### src/verilog/sdiv_consts.svh
/*
  Constants of the divide-by-two-to-eight scaler: state codes, reset
  values and timing figures.
  Assumes inclusion by bare name, after any file header.
*/
`ifndef SDIV_CONSTS_SVH
`define SDIV_CONSTS_SVH

// ----------------------------------------------------------------
// Clock and count rate
// ----------------------------------------------------------------
`define SDIV_CLK_HZ 20000000
`define SDIV_MAX_COUNT_HZ 10000
`define SDIV_MIN_COUNT_GAP_CYC (`SDIV_CLK_HZ / `SDIV_MAX_COUNT_HZ)

// ----------------------------------------------------------------
// Widths and reset values
// ----------------------------------------------------------------
`define SDIV_RATIO_W 4
`define SDIV_STATE_W 3
`define SDIV_STATE_RST 3'h0

// ----------------------------------------------------------------
// State codes named in the mode sequences (bits c, b, a)
// ----------------------------------------------------------------
`define SDIV_S000 3'h0
`define SDIV_S001 3'h1
`define SDIV_S010 3'h2
`define SDIV_S011 3'h3
`define SDIV_S100 3'h4
`define SDIV_S101 3'h5
`define SDIV_S110 3'h6
`define SDIV_S111 3'h7

`endif

### src/verilog/sdiv_pkg.sv
/*
  Types of the scaler: the ratio mode and the state records.
  Assumes sdiv_consts.svh is reachable on the include path.
*/
`default_nettype none
`include "sdiv_consts.svh"

package sdiv_pkg;

  // Selected division ratio
  typedef enum logic [2:0] {
    SDIV_DIV2, SDIV_DIV3, SDIV_DIV4, SDIV_DIV5, SDIV_DIV6, SDIV_DIV7, SDIV_DIV8
  } sdiv_mode_t;

  // Whole state of the scaler core
  typedef struct packed {
    sdiv_mode_t mode;
    logic [`SDIV_STATE_W-1:0] cnt;
    logic div;
  } sdiv_core_t;

  // Whole state of the edge detector
  typedef struct packed {
    logic prev;
  } sdiv_edge_t;

endpackage
`default_nettype wire

### src/verilog/sdiv_edge.sv
/*
  Rising-edge detector for the count input.
  Assumes the count input is synchronous to clock_in.
*/
`timescale 1ns/1ps
`default_nettype none

module sdiv_edge
  import sdiv_pkg::*;
(
  // Clock and reset
  input wire logic clock_in,
  input wire logic rst_n_in,
  // Level in, step out
  input wire logic level_in,
  output logic rise_out
);

  sdiv_edge_t st_q;
  sdiv_edge_t st_d;

  // Next value: remember last level
  always_comb begin
    st_d = st_q;
    st_d.prev = level_in;
  end

  // Register
  always_ff @(posedge clock_in or negedge rst_n_in) begin
    if (!rst_n_in) begin
      st_q <= '0;
    end else begin
      st_q <= st_d;
    end
  end

  // One pulse per low-to-high change
  assign rise_out = level_in & ~st_q.prev;

endmodule
`default_nettype wire

### src/verilog/sdiv_scaler.sv
/*
  Scaler dividing a count pulse stream by 2, 3, 4, 5, 6, 7 or 8.
  Assumes count_in is synchronous to clock_in and rises no faster than
  the count rate limit; stages cascade by feeding div_out to count_in.
*/
// Notes on behaviour
// - Division ratios 2 through 8 are selectable on the ratio input.
// - Larger ratios come from cascading: div_out drives the next count_in.
// - Next state is prepared a step early; outputs are registered, no glitch.
// - Ratio 2: single toggling bit, changes on every count.
// - Ratio 3: three-stage ring with one active stage rotating per count.
// - Ratio 4: two-stage binary counter.
// - Ratio 5: five legal states; 101, 110, 111 are illegal.
// - Ratio 5: one count sends 101 to 010, 110 to 010, 111 to 000.
// - Ratio 6: three square waves at one sixth rate, 60 degrees apart.
// - Ratio 6: 010 counts to 101, which is forced at once to 111.
// - Ratio 7: illegal state 100 goes to 101 on next count.
// - Ratio 8: three-stage binary counter through all eight states.
`timescale 1ns/1ps
`default_nettype none

module sdiv_scaler
  import sdiv_pkg::*;
(
  // Clock and resets
  input wire logic clock_in,
  input wire logic rst_n_in,
  input wire logic srst_in,
  // Ratio select and count input
  input wire logic [`SDIV_RATIO_W-1:0] ratio_in,
  input wire logic count_in,
  // Divided outputs
  output logic div_out,
  output logic [`SDIV_STATE_W-1:0] phase_out,
  output logic [2:0] ratio_out
);

  // ----------------------------------------------------------------
  // Helpers
  // ----------------------------------------------------------------

  // Ratio number to mode; out-of-range numbers fall back to two
  function automatic sdiv_mode_t sdiv_mode_of(input logic [`SDIV_RATIO_W-1:0] r);
    case (r)
      4'h3: sdiv_mode_of = SDIV_DIV3;
      4'h4: sdiv_mode_of = SDIV_DIV4;
      4'h5: sdiv_mode_of = SDIV_DIV5;
      4'h6: sdiv_mode_of = SDIV_DIV6;
      4'h7: sdiv_mode_of = SDIV_DIV7;
      4'h8: sdiv_mode_of = SDIV_DIV8;
      default: sdiv_mode_of = SDIV_DIV2;
    endcase
  endfunction

  // State after one count step, per mode
  function automatic logic [2:0] sdiv_step(input sdiv_mode_t m, input logic [2:0] s);
    sdiv_step = s;
    case (m)
      SDIV_DIV2: begin
        sdiv_step = {2'h0, ~s[0]};
      end
      SDIV_DIV3: begin
        case (s)
          `SDIV_S001: sdiv_step = `SDIV_S010;
          `SDIV_S010: sdiv_step = `SDIV_S100;
          default: sdiv_step = `SDIV_S001;
        endcase
      end
      SDIV_DIV4: begin
        sdiv_step = {1'b0, s[1] ^ s[0], ~s[0]};
      end
      SDIV_DIV5: begin
        case (s)
          `SDIV_S100: sdiv_step = `SDIV_S000;
          `SDIV_S101: sdiv_step = `SDIV_S010;
          `SDIV_S110: sdiv_step = `SDIV_S010;
          `SDIV_S111: sdiv_step = `SDIV_S000;
          default: sdiv_step = s + 3'h1;
        endcase
      end
      SDIV_DIV6: begin
        sdiv_step = {s[1:0], ~s[2]};
      end
      SDIV_DIV7: begin
        case (s)
          `SDIV_S011: sdiv_step = `SDIV_S101;
          `SDIV_S100: sdiv_step = `SDIV_S101;
          default: sdiv_step = s + 3'h1;
        endcase
      end
      SDIV_DIV8: begin
        sdiv_step = s + 3'h1;
      end
      default: sdiv_step = `SDIV_STATE_RST;
    endcase
  endfunction

  // Bit of the state that carries the divided output
  function automatic logic sdiv_out_bit(input sdiv_mode_t m, input logic [2:0] s);
    case (m)
      SDIV_DIV2: sdiv_out_bit = s[0];
      SDIV_DIV4: sdiv_out_bit = s[1];
      default: sdiv_out_bit = s[2];
    endcase
  endfunction

  // ----------------------------------------------------------------
  // Count edge detection
  // ----------------------------------------------------------------

  logic step;

  sdiv_edge u_edge (
    .clock_in(clock_in),
    .rst_n_in(rst_n_in),
    .level_in(count_in),
    .rise_out(step)
  );

  // ----------------------------------------------------------------
  // Core state
  // ----------------------------------------------------------------

  sdiv_core_t st_q;
  sdiv_core_t st_d;

  // Next state: reset, forced escape, or one count step
  always_comb begin
    st_d = st_q;
    if (srst_in) begin
      st_d.mode = sdiv_mode_of(ratio_in);
      st_d.cnt = `SDIV_STATE_RST;
    end else if (st_q.mode == SDIV_DIV6 && st_q.cnt == `SDIV_S101) begin
      st_d.cnt = `SDIV_S111;
    end else if (step) begin
      st_d.cnt = sdiv_step(st_q.mode, st_q.cnt);
    end
    st_d.div = sdiv_out_bit(st_d.mode, st_d.cnt);
  end

  // Register
  always_ff @(posedge clock_in or negedge rst_n_in) begin
    if (!rst_n_in) begin
      st_q <= '0;
    end else begin
      st_q <= st_d;
    end
  end

  // Outputs straight from flip-flops
  assign div_out = st_q.div;
  assign phase_out = st_q.cnt;
  assign ratio_out = st_q.mode;

  logic live;
  assign live = !srst_in;
endmodule
`default_nettype wire

### config.mk
export PLATFORM = sky130hd
export DESIGN_NAME = sdiv_scaler
export DESIGN_NICKNAME = d
export VERILOG_FILES = /design/src/verilog/sdiv_pkg.sv /design/src/verilog/sdiv_edge.sv /design/src/verilog/sdiv_scaler.sv
export VERILOG_INCLUDE_DIRS = /design/src /design/src/verilog
export SDC_FILE = /design/constraint.sdc
export NUM_CORES = 1
export LEC_CHECK = 0
export BUFFER_PORTS_ARGS = -buffer_cell sky130_fd_sc_hd__buf_4
export CAP_MARGIN = 20
export CORE_MARGIN = 2
export CORE_UTILIZATION = 25
export DETAILED_ROUTE_END_ITERATION = 8
export GPL_ROUTABILITY_DRIVEN = 0
export MAX_ROUTING_LAYER = met4
export PLACE_DENSITY = 0.47
export SETUP_SLACK_MARGIN = 0.4
export SLEW_MARGIN = 30
export SYNTH_ARGS = -nofsm -noshare
export SYNTH_HDL_FRONTEND = slang
export SYNTH_SLANG_ARGS = --single-unit
export TNS_END_PERCENT = 10
### constraint.sdc
create_clock -name clock_in -period 2 [get_ports clock_in]
set_input_delay 0.5 -clock clock_in [delete_from_list [all_inputs] [get_ports clock_in]]
set_output_delay 0.5 -clock clock_in [all_outputs]
set_load 0.02 [all_outputs]
==> results.toml <==
[final_layout]
area_growth_pct = 31.11
drive_gt1_frac = 0.3824
fill_cells = 285
final_cell_area_um2 = 933.4
nNetsFinal = 116
seq_area_um2 = 205.2
multiInputGateArea_um2 = 479.2
insertedDiodeCount = 0

[global_routing]
grt_antenna_before_repair = 0
grt_overflow_total = 0
grt_max_degree = 16
track_usage = 0.1264
grt_first_pass_wirelength_mm = 3.208
first_global_vias = 671

[sta]
hold_viol = 0
setup_viol = 0
slew_violations = 0
relSlewSlack = 0.7537
period_needed_ps = 1928
setup_ws_ps = 72.02
rsz0062_at_grt = "yes"
tns_ps = 0
max_freq_mhz = 518.7
whs_ps = 55.99
tightest_slew_ps = 366.3
clock_skew_ps = 4.170
post-route-period-util = 0.9640

[critical_path]
slowest_delay_ps = 420
cp_cell_sequence = "inv_2 -> ha_2 -> or3_4 -> a2111oi_4 -> a21oi_2 -> o32ai_2 -> mux2_4"
cp_num_buf_inv = 1
slowest_stage = "dfrtp_2"
reg2reg_from = "phase_out[0]"
end_kind = "flip-flop"
critical_path.top_delay_family = "compound AO/OA/AOI/OAI gates"
cp-start-kind = "flip-flop"
cp.arrival_ps = 2120
r2r_cells = 7
cp_max_fo = 6
required_ps = 2190
critPathKind = "reg2reg"
r2r-end = "div_out"
reg2reg_slack_ps = 70

[power_and_ir_drop]
ir_drop_mv = 0.2487
comb_power_share = 0.313
clkPwrFrac = 0.281
internal_power_uw = 321.6
switching_share = 0.3356
power_leakage_uw = 0.0004111
switchingPower_uw = 162.4
seqPwrFrac = 0.406
power_density_nw_per_um2 = 518.5

[synthesis]
synth-edff-count = 0
synth_largest_area_cell = "dfrtp_1"
ys_types = 35
synth_area_um2 = 711.9
synth.most_common_cell = "dfrtp_1"
seq_area_frac_synth = 0.2812
synthArstFlopShare = 1.000
synth_ff_type = "dfrtp_1"
ys_ff_latch = 8
netlist_instances = 81
synth_common_cells = "dfrtp_1, a21oi_1, inv_1"
synth_top_area_share = 0.2812
synthesis.nets = 94
yosysWarnings = 0
synth_area_leaders = "dfrtp_1, ha_1, a21oi_1, a2111oi_4, inv_1"
synth.avg_cell_area_um2 = 8.789

[floorplanning]
ios = 15
die_y_um = 57.37
dieArea_um2 = 3291
die_w_um = 57.37
initial_core_util = 0.2604
core_um2 = 2734
rows = 19

[detailed_routing]
routed_wirelength_mm = 1.848
drtIter0Drc = 23
drc = 0
drtAntennaViolNets = 0
via_per_inst = 5.331
post_drt_wl_per_cell_um = 13.89
dr.pass1.iters = 4
vias = 709

[clock_tree]
numClockSinks = 8
cts_buffer_depth = 2
clk_latency_ps = 250
cts_tree = "yes"
numCtsBuffers = 3
cts.clk_slew.worst_paths_ps = 60
postCtsHoldBufs = 0
cts_root_buf = "clkbuf_4"
htreeDepth = 1

[worst_hold_path]
hold_path_class = "in2async"

[placement]
dpl_cell_area_um2 = 878.3
place_hpwl_mm = 1.355
place_ws_ps = -13.37
port_buffers = 14

[status]
status = "completed"

[job]
drv_cap = 0
state kept, by name, summed over array words and instances (netlist names):
register	cells
div_out	1
phase_out	3
ratio_out	3
u_edge.st_q	1
final cells by class:
class / count / area share
clock buffers: 4 / 0.02815
multi-input cells: 62 / 0.5134
well taps: 31 / 0.04155
inverters: 7 / 0.02815
repair buffers: 21 / 0.1689
flip-flops and latches: 8 / 0.2198
power groups by stage:
stage	clock network (uW)	registers [uW]	logic (uW)
floorplan	0	197	88.5
global placement	0	199	144
detailed placement	0	199	143
CTS	139	195	151
global route	149	199	167
finish	136	196	152
worst max path at each step:
stage | from | end | depth (start not counted)
after global routing | phase_out[0] | div_out | 7
after CTS | phase_out[0] | div_out | 7
after floorplan | phase_out[0] | div_out | 7
after global placement | phase_out[0] | div_out | 7
after detailed placement | phase_out[0] | div_out | 7
final | phase_out[0] | div_out | 7
cells in the final DEF, fill, tap and decap left out, types with 2 or more instances in the layout:
cell type / instances
ha_1: 3
nand2b_1: 3
o21ai_0: 4
nor3_1: 3
dfrtp_2: 4
a21oi_1: 6
ha_2: 2
a31oi_1: 2
inv_2: 2
clkbuf_4: 3
dfrtp_1: 4
nor2_1: 5
nor2b_1: 2
a32oi_1: 2
a22oi_1: 3
buf_4: 21
o31ai_1: 2
inv_1: 5
nand2_1: 5
worst register-to-register path, stage by stage, from the launching register on:
cell	delay (ps)
dfrtp_2	420
inv_2	70
ha_2	200
or3_4	390
a2111oi_4	300
a21oi_2	60
o32ai_2	240
mux2_4	190
metrics by stage:
| step | utilization | cells | total power (uW) |
|---|---|---|---|
| 2_1_floorplan | - | 81 | 285.4 |
| 3_3_place_gp | 0.3213 | 126 | 343.0 |
| 3_5_place_dp | 0.3213 | 126 | 341.8 |
| 4_1_cts | 0.3405 | 133 | 485.7 |
| 5_1_grt | 0.3414 | 133 | 515.4 |
| 6_report | 0.3414 | 133 | 484.0 |
cell families (layout without fill, tap and decap cells):
logic type	after synthesis	in the layout	synth area share
AOI/OAI and AO/OA	33	33	0.3673
and+or+nand+nor	21	21	0.1564
buffers and inverters	11	32	0.06326
DFF	8	8	0.2812
adders and majority gates	5	5	0.08787
muxes	2	2	0.03163
xor gates and xnor gates	1	1	0.01230
routing by layer:
metal | track usage | part of all wire | up-vias
li1 | - | - | 351
met1 | 0.1674 | 0.50 | 340
met2 | 0.1948 | 0.46 | 16
met3 | 0.009070 | 0.027 | 2
met4 | 0.05980 | 0.011 | 0
met5 | - | 0 | -
timing repair:
item | 4_1_cts | 5_1_grt
setup buffers | 3 | 0
gates resized for setup | 1 | 2
endpoints found under the setup margin | 6 | 6
pin swaps | 1 | 0
cloned | 0 | 0
No activity file was read; power rests on OpenSTA's default activity.
